==> src/core/stop_pkg.sv <==
package stop_pkg;

   // ---------------------------------------------------------------
   // register map, byte addresses of 32-bit words
   // ---------------------------------------------------------------
   localparam logic [7:0] OPT_OFS = 8'h00;   // option byte mirror
   localparam logic [7:0] SPEED_OFS = 8'h04; // speed_mode_control_reg
   localparam logic [7:0] CMP_OFS = 8'h08;   // comparator setup
   localparam logic [7:0] STAT_OFS = 8'h0C;  // read-only status

   // ---------------------------------------------------------------
   // field positions and reset values
   // ---------------------------------------------------------------
   localparam int WDSTBY_BIT = 0;      // watchdog_standby_run
   localparam int WDEN_BIT = 4;        // watchdog_enable_opt
   localparam int SLOWSEL_BIT = 4;     // interval_timer_slowclk_select
   localparam int CMPFILT_BIT = 0;     // comparator digital filter in use
   localparam logic [31:0] OPT_RST = 32'h0000_0000;
   localparam logic [31:0] SPEED_RST = 32'h0000_0000;
   localparam logic [31:0] CMP_RST = 32'h0000_0000;

   // status bits
   localparam int ST_STOP_BIT = 0;
   localparam int ST_CPUCLK_BIT = 1;
   localparam int ST_FOSC_BIT = 2;
   localparam int ST_SOSC_BIT = 3;
   localparam int ST_WDT_BIT = 4;
   localparam int ST_CMP_BIT = 5;
   localparam int ST_VEC_BIT = 8;

   // ---------------------------------------------------------------
   // timing
   // ---------------------------------------------------------------
   localparam int CLK_MHZ = 200;
   localparam int RELEASE_TIME_NS = 27000;   // clock supply stop, typ
   localparam int RELEASE_CYC = RELEASE_TIME_NS * CLK_MHZ / 1000;
   localparam int WAIT_VEC_CLKS = 11;
   localparam int WAIT_CONT_CLKS = 3;

   // ---------------------------------------------------------------
   // sequencer states
   // ---------------------------------------------------------------
   typedef enum logic [2:0] {
      RUN, QUIESCE, STOPPED, OSC_WAIT, POST_WAIT
   } stop_state_e;

endpackage

==> src/core/stop_ctrl.sv <==
`timescale 1ns/1ps
`default_nettype none

module stop_ctrl #(
   parameter int RELEASE_CYCLES = stop_pkg::RELEASE_CYC,
   parameter int CW = 13
) (
   input wire logic hclk,
   input wire logic hresetn,
   input wire logic hsel,
   input wire logic [31:0] haddr,
   input wire logic [1:0] htrans,
   input wire logic hwrite,
   input wire logic [2:0] hsize,
   input wire logic [31:0] hwdata,
   input wire logic hready,
   output logic hreadyout,
   output logic [31:0] hrdata,
   output logic hresp,
   input wire logic stop_exec,
   input wire logic irq_unmasked,
   input wire logic irq_ack_en,
   input wire logic periph_halted,
   input wire logic reset_req,
   output logic cpu_clk_en,
   output logic ram_en,
   output logic fast_osc_en,
   output logic slow_osc_en,
   output logic wdt_run_en,
   output logic comparator_en,
   output logic periph_halt_req,
   output logic port_hold,
   output logic cpu_vector_take,
   output logic cpu_resume,
   output logic cpu_reset_start
);

   // ---------------------------------------------------------------
   // elaboration checks
   // ---------------------------------------------------------------
   generate
      if (RELEASE_CYCLES < 1 || RELEASE_CYCLES >= (1 << CW)) begin : g_bad
         $error("release count does not fit the wake counter");
      end
   endgenerate

   // ---------------------------------------------------------------
   // ahb-lite slave, zero wait states
   // ---------------------------------------------------------------
   logic wr_pend_q, wr_pend_d;
   logic [7:0] wr_addr_q, wr_addr_d;
   logic [31:0] rdata_q, rdata_d;
   logic [31:0] opt_q, opt_d;
   logic [31:0] speed_q, speed_d;
   logic [31:0] cmp_q, cmp_d;
   logic [31:0] status;
   logic vec_last_q, vec_last_d;
   logic addr_ok;
   logic wdstby, wden, slowsel, cmpfilt;

   assign addr_ok = hsel && htrans[1] && hready;
   assign hreadyout = 1'b1;
   assign hresp = 1'b0;
   assign hrdata = rdata_q;
   assign wdstby = opt_q[stop_pkg::WDSTBY_BIT];
   assign wden = opt_q[stop_pkg::WDEN_BIT];
   assign slowsel = speed_q[stop_pkg::SLOWSEL_BIT];
   assign cmpfilt = cmp_q[stop_pkg::CMPFILT_BIT];

   // address phase latches writes and fetches read data a cycle early
   always_comb begin
      wr_pend_d = addr_ok && hwrite;
      wr_addr_d = addr_ok ? haddr[7:0] : wr_addr_q;
      rdata_d = 32'h0000_0000;   // unmapped words read zero, OKAY
      if (addr_ok && !hwrite) begin
         unique case (haddr[7:0])
            stop_pkg::OPT_OFS: rdata_d = opt_q;
            stop_pkg::SPEED_OFS: rdata_d = speed_q;
            stop_pkg::CMP_OFS: rdata_d = cmp_q;
            stop_pkg::STAT_OFS: rdata_d = status;
            default: rdata_d = 32'h0000_0000;
         endcase
      end
      opt_d = opt_q;
      speed_d = speed_q;
      cmp_d = cmp_q;
      if (wr_pend_q) begin
         unique case (wr_addr_q)
            stop_pkg::OPT_OFS: opt_d = hwdata & 32'h0000_0011;
            stop_pkg::SPEED_OFS: speed_d = hwdata & 32'h0000_0010;
            stop_pkg::CMP_OFS: cmp_d = hwdata & 32'h0000_0001;
            default: ;
         endcase
      end
   end

   always_ff @(posedge hclk or negedge hresetn) begin
      if (!hresetn) begin
         wr_pend_q <= 1'b0;
         wr_addr_q <= 8'h00;
         rdata_q <= 32'h0000_0000;
         opt_q <= stop_pkg::OPT_RST;
         speed_q <= stop_pkg::SPEED_RST;
         cmp_q <= stop_pkg::CMP_RST;
      end else begin
         wr_pend_q <= wr_pend_d;
         wr_addr_q <= wr_addr_d;
         rdata_q <= rdata_d;
         opt_q <= opt_d;
         speed_q <= speed_d;
         cmp_q <= cmp_d;
      end
   end

   // ---------------------------------------------------------------
   // standby sequencer
   // ---------------------------------------------------------------
   stop_pkg::stop_state_e st_q, st_d;
   logic ack_q, ack_d;
   logic tmr_load, tmr_en, tmr_expire;
   logic [CW-1:0] tmr_val;
   logic in_stop;

   // stop_exec is the only way out of RUN; entry waits on the peripherals
   always_comb begin
      st_d = st_q;
      ack_d = ack_q;
      vec_last_d = vec_last_q;
      tmr_load = 1'b0;
      tmr_val = CW'(RELEASE_CYCLES);
      cpu_vector_take = 1'b0;
      cpu_resume = 1'b0;
      cpu_reset_start = 1'b0;
      if (reset_req) begin
         st_d = stop_pkg::RUN;
         cpu_reset_start = 1'b1;
      end else begin
         unique case (st_q)
            stop_pkg::RUN: begin
               if (stop_exec) begin
                  st_d = stop_pkg::QUIESCE;
               end
            end
            stop_pkg::QUIESCE: begin
               if (periph_halted) begin
                  st_d = stop_pkg::STOPPED;
               end
            end
            stop_pkg::STOPPED: begin
               // a request already pending leaves at once
               if (irq_unmasked) begin
                  st_d = stop_pkg::OSC_WAIT;
                  ack_d = irq_ack_en;
                  tmr_load = 1'b1;
               end
            end
            stop_pkg::OSC_WAIT: begin
               if (tmr_expire) begin
                  st_d = stop_pkg::POST_WAIT;
                  tmr_load = 1'b1;
                  tmr_val = ack_q ? CW'(stop_pkg::WAIT_VEC_CLKS)
                                  : CW'(stop_pkg::WAIT_CONT_CLKS);
               end
            end
            stop_pkg::POST_WAIT: begin
               if (tmr_expire) begin
                  st_d = stop_pkg::RUN;
                  cpu_vector_take = ack_q;
                  cpu_resume = !ack_q;
                  vec_last_d = ack_q;
               end
            end
         endcase
      end
   end

   always_ff @(posedge hclk or negedge hresetn) begin
      if (!hresetn) begin
         st_q <= stop_pkg::RUN;
         ack_q <= 1'b0;
         vec_last_q <= 1'b0;
      end else begin
         st_q <= st_d;
         ack_q <= ack_d;
         vec_last_q <= vec_last_d;
      end
   end

   // release wait and wake wait share one counter; never both at once
   assign tmr_en = (st_q == stop_pkg::OSC_WAIT) ||
                   (st_q == stop_pkg::POST_WAIT);

   wake_timer #(.CW(CW)) u_wake_timer (
      .hclk(hclk),
      .hresetn(hresetn),
      .load(tmr_load),
      .load_val(tmr_val),
      .en(tmr_en),
      .expire(tmr_expire)
   );

   // ---------------------------------------------------------------
   // clock and peripheral gating
   // ---------------------------------------------------------------
   assign in_stop = (st_q != stop_pkg::RUN);

   // cpu and ram drop in quiesce so they are idle before stop is reached
   always_comb begin
      cpu_clk_en = (st_q == stop_pkg::RUN) ||
                   (st_q == stop_pkg::POST_WAIT);
      ram_en = cpu_clk_en;
      fast_osc_en = (st_q != stop_pkg::STOPPED);
      periph_halt_req = (st_q == stop_pkg::QUIESCE) ||
                        (st_q == stop_pkg::STOPPED);
      port_hold = in_stop;
      if (st_q == stop_pkg::STOPPED) begin
         slow_osc_en = slowsel || (wden && wdstby);
         wdt_run_en = wden && wdstby;
         comparator_en = !cmpfilt;
      end else begin
         slow_osc_en = 1'b1;
         wdt_run_en = wden;
         comparator_en = 1'b1;
      end
   end

   // status word shows live sequencer state; the halt request to the peripherals drops in hardware once STOPPED is left
   always_comb begin
      status = 32'h0000_0000;
      status[stop_pkg::ST_STOP_BIT] = in_stop;
      status[stop_pkg::ST_CPUCLK_BIT] = cpu_clk_en;
      status[stop_pkg::ST_FOSC_BIT] = fast_osc_en;
      status[stop_pkg::ST_SOSC_BIT] = slow_osc_en;
      status[stop_pkg::ST_WDT_BIT] = wdt_run_en;
      status[stop_pkg::ST_CMP_BIT] = comparator_en;
      status[stop_pkg::ST_VEC_BIT] = vec_last_q;
   end

   // ---------------------------------------------------------------
   // assertions
   // ---------------------------------------------------------------
   a_stop_entry: assert property (@(posedge hclk) disable iff (!hresetn)
      (st_q == stop_pkg::RUN && !stop_exec && !reset_req)
      |=> st_q == stop_pkg::RUN)
      else $error("left run without a stop strobe");

   a_pending_wake: assert property (@(posedge hclk) disable iff (!hresetn)
      (st_q == stop_pkg::QUIESCE && periph_halted && !reset_req)
      ##1 (irq_unmasked && !reset_req) |=> st_q == stop_pkg::OSC_WAIT)
      else $error("pending request did not release at once");

   a_clocks_off: assert property (@(posedge hclk) disable iff (!hresetn)
      st_q == stop_pkg::STOPPED |-> !cpu_clk_en && !fast_osc_en)
      else $error("cpu clock or fast osc on in stop");

   a_slow_osc: assert property (@(posedge hclk) disable iff (!hresetn)
      st_q == stop_pkg::STOPPED |->
      slow_osc_en == (speed_q[stop_pkg::SLOWSEL_BIT] ||
      (opt_q[stop_pkg::WDEN_BIT] && opt_q[stop_pkg::WDSTBY_BIT])))
      else $error("slow osc gating wrong in stop");

   a_ram_first: assert property (@(posedge hclk) disable iff (!hresetn)
      $rose(periph_halt_req) |-> !ram_en && !cpu_clk_en)
      else $error("cpu or ram still running at entry");

   a_port_hold: assert property (@(posedge hclk) disable iff (!hresetn)
      (st_q == stop_pkg::STOPPED) |-> port_hold && $past(port_hold))
      else $error("port latch hold released in stop");

   a_periph_halt: assert property (@(posedge hclk) disable iff (!hresetn)
      $rose(st_q == stop_pkg::STOPPED) |-> $past(periph_halted))
      else $error("stop reached before peripherals halted");

   a_wdt_stby: assert property (@(posedge hclk) disable iff (!hresetn)
      st_q == stop_pkg::STOPPED |->
      wdt_run_en == (opt_q[stop_pkg::WDEN_BIT] &&
      opt_q[stop_pkg::WDSTBY_BIT]))
      else $error("watchdog standby gating wrong");

   a_comp_run: assert property (@(posedge hclk) disable iff (!hresetn)
      st_q == stop_pkg::STOPPED |->
      comparator_en != cmp_q[stop_pkg::CMPFILT_BIT])
      else $error("comparator gating wrong in stop");

   a_vec_wait: assert property (@(posedge hclk) disable iff (!hresetn)
      ($rose(cpu_clk_en) && st_q == stop_pkg::POST_WAIT && ack_q &&
      !reset_req) ##1 (!reset_req) [*8] ##1 (!reset_req) [*2]
      |-> cpu_vector_take)
      else $error("vector wait is not 11 clocks");

   a_cont_wait: assert property (@(posedge hclk) disable iff (!hresetn)
      ($rose(cpu_clk_en) && st_q == stop_pkg::POST_WAIT && !ack_q &&
      !reset_req) ##1 (!reset_req) [*2] |-> cpu_resume)
      else $error("resume wait is not 3 clocks");

   a_clk_held: assert property (@(posedge hclk) disable iff (!hresetn)
      $rose(st_q == stop_pkg::OSC_WAIT) |-> !cpu_clk_en [*8])
      else $error("cpu clock back before release time");

   a_reset_rel: assert property (@(posedge hclk) disable iff (!hresetn)
      reset_req |-> cpu_reset_start ##1 st_q == stop_pkg::RUN)
      else $error("reset did not release stop");

endmodule // stop_ctrl

`default_nettype wire

==> src/core/wake_timer.sv <==
`timescale 1ns/1ps
`default_nettype none

// down counter: loads a value, counts while enabled, flags last count
module wake_timer #(
   parameter int CW = 13
) (
   input wire logic hclk,
   input wire logic hresetn,
   input wire logic load,
   input wire logic [CW-1:0] load_val,
   input wire logic en,
   output logic expire
);

   logic [CW-1:0] cnt_q;
   logic [CW-1:0] cnt_d;

   // the longer wake wait must fit the counter
   generate
      if (CW < 4) begin : g_bad_cw
         $error("wake counter too narrow for the wake waits");
      end
   endgenerate

   // ---------------------------------------------------------------
   // count
   // ---------------------------------------------------------------
   // load wins over counting so a new wait never inherits a stale tail
   always_comb begin
      cnt_d = cnt_q;
      if (load) begin
         cnt_d = load_val;
      end else if (en && cnt_q != '0) begin
         cnt_d = cnt_q - 1'b1;
      end
   end

   always_ff @(posedge hclk or negedge hresetn) begin
      if (!hresetn) begin
         cnt_q <= '0;
      end else begin
         cnt_q <= cnt_d;
      end
   end

   // expire must not look at load: the sequencer derives load from expire
   assign expire = en && (cnt_q == {{(CW-1){1'b0}}, 1'b1});

endmodule // wake_timer

`default_nettype wire

==> config.mk <==
export PLATFORM = sky130hd
export DESIGN_NAME = stop_ctrl
export DESIGN_NICKNAME = d
export VERILOG_FILES = /design/src/core/stop_pkg.sv /design/src/core/stop_ctrl.sv /design/src/core/wake_timer.sv
export SDC_FILE = /design/constraint.sdc
export NUM_CORES = 1
export LEC_CHECK = 0
export ABC_AREA = 1
export ABC_CLOCK_PERIOD_IN_PS = 3470
export BUFFER_PORTS_ARGS = -buffer_cell sky130_fd_sc_hd__buf_2
export CORE_ASPECT_RATIO = 1.25
export CORE_UTILIZATION = 39
export DETAILED_ROUTE_END_ITERATION = 10
export PLACE_DENSITY = 0.76
export SYNTH_ARGS = -nofsm -noshare
export SYNTH_HDL_FRONTEND = slang
export SYNTH_SLANG_ARGS = --single-unit
==> constraint.sdc <==
create_clock -name hclk -period 3.47 [get_ports hclk]
set_input_delay 1.041 -clock hclk [delete_from_list [all_inputs] [get_ports hclk]]
set_output_delay 1.041 -clock hclk [all_outputs]
set_load 0.005 [all_outputs]
After elaboration in Yosys (flattened, before gate mapping). Cells that the tools add are included.

Register bits: 63. Input bits: 79. Output and inout port bits: 45. Logic and storage cells: 83.

$add $sub $neg: 1. Eq/ne operators: 16. Multiplexer cells: 29. Bitwise gates (word level): 1. Reductions and logical operators: 26.

Operators with widths (count): $mux 13 (5); $pmux 9 s4 (1); $mux 32 (1); $eq 8x4->1 const B (3); $mux 3 (6); $eq 8x3->1 const B (2); $logic_not 8->1 (2); $ne 3x3->1 const B (5); $pmux 3 s5 (1); $eq 13x1->1 const B (1); $mux 1 (13); $reduce_bool 13->1 (1); $sub 13x1->13 const B (1); $logic_and 1x1->1 (7); $eq 3x2->1 const B (2); $reduce_and 2->1 (3); $reduce_and 3->1 (2); $reduce_and 5->1 (1); $logic_or 1x1->1 (4); $mux 4 (1); $eq 3x1->1 const B (1); $eq 3x3->1 const B (1); $logic_not 1->1 (3); $logic_not 3->1 (1); other kinds (5) (5).

Depth between registers and ports, before layout.
Depth in word-level cells: 7. Gate-level depth with buffers: 11. Depth with buffers taken out: 11.

Hierarchy. From an unflattened synthesis, not the netlist that was laid out.

Cell total of the unflattened synthesis: 352. Area total of the unflattened synthesis: 2509.9 um^2.

By module, submodules not included: stop_ctrl (instances 1, cells an instance 201, area an instance 1508.9 um^2, seq. area each 625.6 um^2); wake_timer (instances 1, cells an instance 151, area an instance 1001.0 um^2, seq. area each 325.3 um^2).

Worst setup path before layout. Ideal clock, no wire load.

Path kind: input port to output port. Start: input port reset_req. End: output port cpu_resume. Arrival time: 1.364 ns. Required time: 2.429 ns. Setup slack: 1.065 ns. Cell stages on the path: 3. Buffers on the path: 0. Cell sequence: nor2_1 nand3_1 nor2_1.

Cells in the longest elaborated chain, start to end: 1.

Ends and longest elaborated chain: start, declared (line stop_ctrl.sv:24) `input wire logic reset_req,`; $mux 1 (line stop_ctrl.sv:134) `if (reset_req) begin`; end, declared (line stop_ctrl.sv:34) `output logic cpu_resume,`.

No other way between the ends.

Worst setup path in the final report.
Start: input port reset_req. End: output port cpu_vector_take.

Cells in the longest elaborated chain, start to end: 1.

Ends and longest elaborated chain: $mux 1 (line stop_ctrl.sv:134); end, declared (line stop_ctrl.sv:33) `output logic cpu_vector_take,`.

No other way between the ends.

==> flow_summary.json <==
{
  "cts_buffers": 5,
  "yosysUniqueCellTypes": 32,
  "power_density_mw_per_mm2": 653,
  "reg2reg_from": "u_wake_timer.cnt_q[0]$_DFFE_PN0P_",
  "worstPathRequired_ns": 2.43,
  "syn-cell-area_mm2": 0.00236,
  "cts_resized": 0,
  "die_area_mm2": 0.00637,
  "critical_path.max_fanout": 4,
  "tritoncts": "done",
  "area_delta_synth_final_pct": 10.2,
  "relSlewSlack_pct": 44.1,
  "maxSlewViolCount": 0,
  "drtPass1Iterations": 5,
  "cp.arrival_ns": 1.67,
  "grt_max_degree": 39,
  "grt_pass1_wl_um": 7960,
  "crit_path_end_kind": "output port",
  "final.setup.worst_slack_ns": 0.761,
  "reg2regPathDepth": 8,
  "numPortBuffers": 38,
  "io_pins": 124,
  "clkSinkCount": 38,
  "regArea_um2": 951,
  "ys_seq_elements": 38,
  "fin_cells": 414,
  "r2r_slack_ns": 1.83,
  "place_area_mm2": 0.00251,
  "crit_type": "in -> out",
  "n_antenna_cell": 0,
  "crit_path_start_kind": "primary input",
  "endpoint": "cpu_vector_take",
  "vias": 1941,
  "initial_core_util_pct": 40.6,
  "path_delay_family": "simple AND/OR/NAND/NOR gates",
  "layout.nets": 429,
  "grt_use_met2_pct": 28.7,
  "p_leak_nw": 1.41,
  "place.gp.congestion": 0.918,
  "r2r-end": "u_wake_timer.cnt_q[12]$_DFFE_PN0P_",
  "grt_util_met3_pct": 3.38,
  "post-route-cell-area_mm2": 0.00260,
  "setup_viol": 0,
  "drt_iter0_drc": 117,
  "critical-path-slowest-cell": "nand3_1",
  "place_ws_ns": 0.748,
  "hold_violations": 0,
  "grt_pass1_vias": 1778,
  "rsz0062_at_grt": "false",
  "htreeDepth": 2,
  "drc_errors": 0,
  "clk_latency_ns": 0.29,
  "routedWlPerCell_um": 11.2,
  "die_w_um": 71.6,
  "crit_buf_inv": 2,
  "hold_buffers": 0,
  "final_antenna_net_count": 0,
  "yosys_warnings": 0,
  "rows": 31,
  "max-vdd-ir-drop_mv": 0.274,
  "syn_inst": 307,
  "fin_util_pct": 44.7,
  "max_stage_delay_ns": 0.16,
  "cts_setup_buffers": 0,
  "synthFlopType": "dfrtp_1",
  "viasPerCell": 4.69,
  "worst-path-stages": 5,
  "max_clock_freq_mhz": 369,
  "drive_gt1_share_pct": 19.8,
  "skew_ns": 0.00736,
  "dp.final_hpwl_um": 3690,
  "syn_area_per_cell_um2": 7.69,
  "crit_start": "reset_req",
  "yosysSeqAreaShare_pct": 40.3,
  "core_area_mm2": 0.00582,
  "hold-worst-slack_ns": 0.490,
  "hp-class": "reg -> reg",
  "fin_crit_sh_pct": 78.1,
  "cts.path.max_buffers": 2,
  "overflow": 0,
  "final_cell_mix": "nand2_1 (70), dfrtp_1 (38), buf_2 (38)",
  "clk_pin_slew_ns": 0.07,
  "status": "complete, no violations",
  "dp_cells": 406,
  "crit_chain": "buf_2 > nor2_1 > nand3_1 > nor2_1 > buf_2",
  "antenna_found_initial": 0,
  "synth_edf_count": 0,
  "maxCapViolCount": 0,
  "root_buffer": "clkbuf_8",
  "multi_input_area_mm2": 0.00113,
  "track_usage_pct": 16.0,
  "fp.dieH_um": 89.0,
  "fillCellCount": 586,
  "total_power_mw": 1.70,
  "tns_ns": 0,
  "grtUsageMet1_pct": 19.7,
  "period_needed_ns": 2.71,
  "grt-busiest-layer": "met2",
  "worstMarginPinSlew_ns": 0.839,
  "drt_wl_total_um": 4650,
  "ys_async_sr_fraction_pct": 100,
  "mostFrequentLayoutCell": "nand2_1"
}
==> worst reg2reg max path, stage by stage (launching register included) <==
cell and delay, ns:
dfrtp_1 0.44, inv_1 0.19, ha_1 0.25, nand2_1 0.10, nor2_1 0.21, nand3b_1 0.10
nand2_1 0.07, nand2_1 0.06, a21oi_2 0.13
==> metal layers <==
layer / wire (um) / part of all wire, %
met3: 233 / 5.0
met5: 0 / 0
met1: 2060 / 44
met2: 2310 / 50
met4: 43 / 0.93
==> cell type report <==
cell class / count / share of cell area (%)
well taps: 66 / 3.17
multi-input cells: 226 / 43.6
inverters: 38 / 5.68
clock buffers: 6 / 3.17
clock inverters: 2 / 0.481
repair buffers: 38 / 7.31
flip-flops and latches: 38 / 36.6
==> synthesized netlist by cell type, types with 3 or more instances <==
| library cell | instances | share of area, % |
|---|---|---|
| nand3_1 | 25 | 5.3 |
| nand2_2 | 3 | 0.79 |
| inv_1 | 32 | 5.1 |
| a21oi_2 | 3 | 1.1 |
| inv_2 | 3 | 0.48 |
| nor2_1 | 36 | 5.7 |
| nand3_4 | 3 | 2.2 |
| nor2_2 | 3 | 0.79 |
| nand2_1 | 70 | 11 |
| nand4_1 | 8 | 2.1 |
| buf_4 | 29 | 9.2 |
| o21ai_0 | 19 | 4.0 |
| xor2_1 | 3 | 1.1 |
| nand3b_1 | 3 | 0.95 |
| dfrtp_1 | 38 | 40 |
| a21oi_1 | 4 | 0.85 |
| ha_1 | 3 | 1.6 |
==> kinds of logic (layout without fill, tap and decap cells) <==
family          after synthesis  after routing  synth area share [%]
compound gates               30             30                  7.05
flops                        38             38                  40.3
buf+inv                      68             84                  15.6
fa+ha+maj                     3              3                  1.59
xor+xnor                      5              5                  1.86
other cells                   2             27                 0.318
simple gates                161            161                  33.3
==> worst min-delay path by stage <==
stage | from | slack [ns] | depth (start not counted) | endpoint
final | wr_addr_q[6]$_DFFE_PN0P_ | 0.49 | 2 | wr_addr_q[6]$_DFFE_PN0P_
after global routing | wr_addr_q[7]$_DFFE_PN0P_ | 0.51 | 2 | wr_addr_q[7]$_DFFE_PN0P_
after CTS | wr_addr_q[7]$_DFFE_PN0P_ | 0.49 | 2 | wr_addr_q[7]$_DFFE_PN0P_
after detailed placement | wr_addr_q[7]$_DFFE_PN0P_ | 0.47 | 2 | wr_addr_q[7]$_DFFE_PN0P_
after global placement | wr_addr_q[7]$_DFFE_PN0P_ | 0.47 | 2 | wr_addr_q[7]$_DFFE_PN0P_
after floorplan | wr_addr_q[4]$_DFFE_PN0P_ | 0.45 | 2 | wr_addr_q[4]$_DFFE_PN0P_
==> sequential cells by signal (all words and copies together) (netlist names), 2 cells and up <==
| name | cells |
|---|---|
| u_wake_timer.cnt_q | 13 |
| st_q | 3 |
| hrdata | 7 |
| wr_addr_q | 8 |
| opt_q | 2 |
==> where the power goes <==
group | internal (mW) | total, mW | switching, mW
registers | 0.555 | 0.680 | 0.125
clock network | 0.160 | 0.318 | 0.159
logic | 0.257 | 0.700 | 0.443
Power figures use the tool's default switching activity.
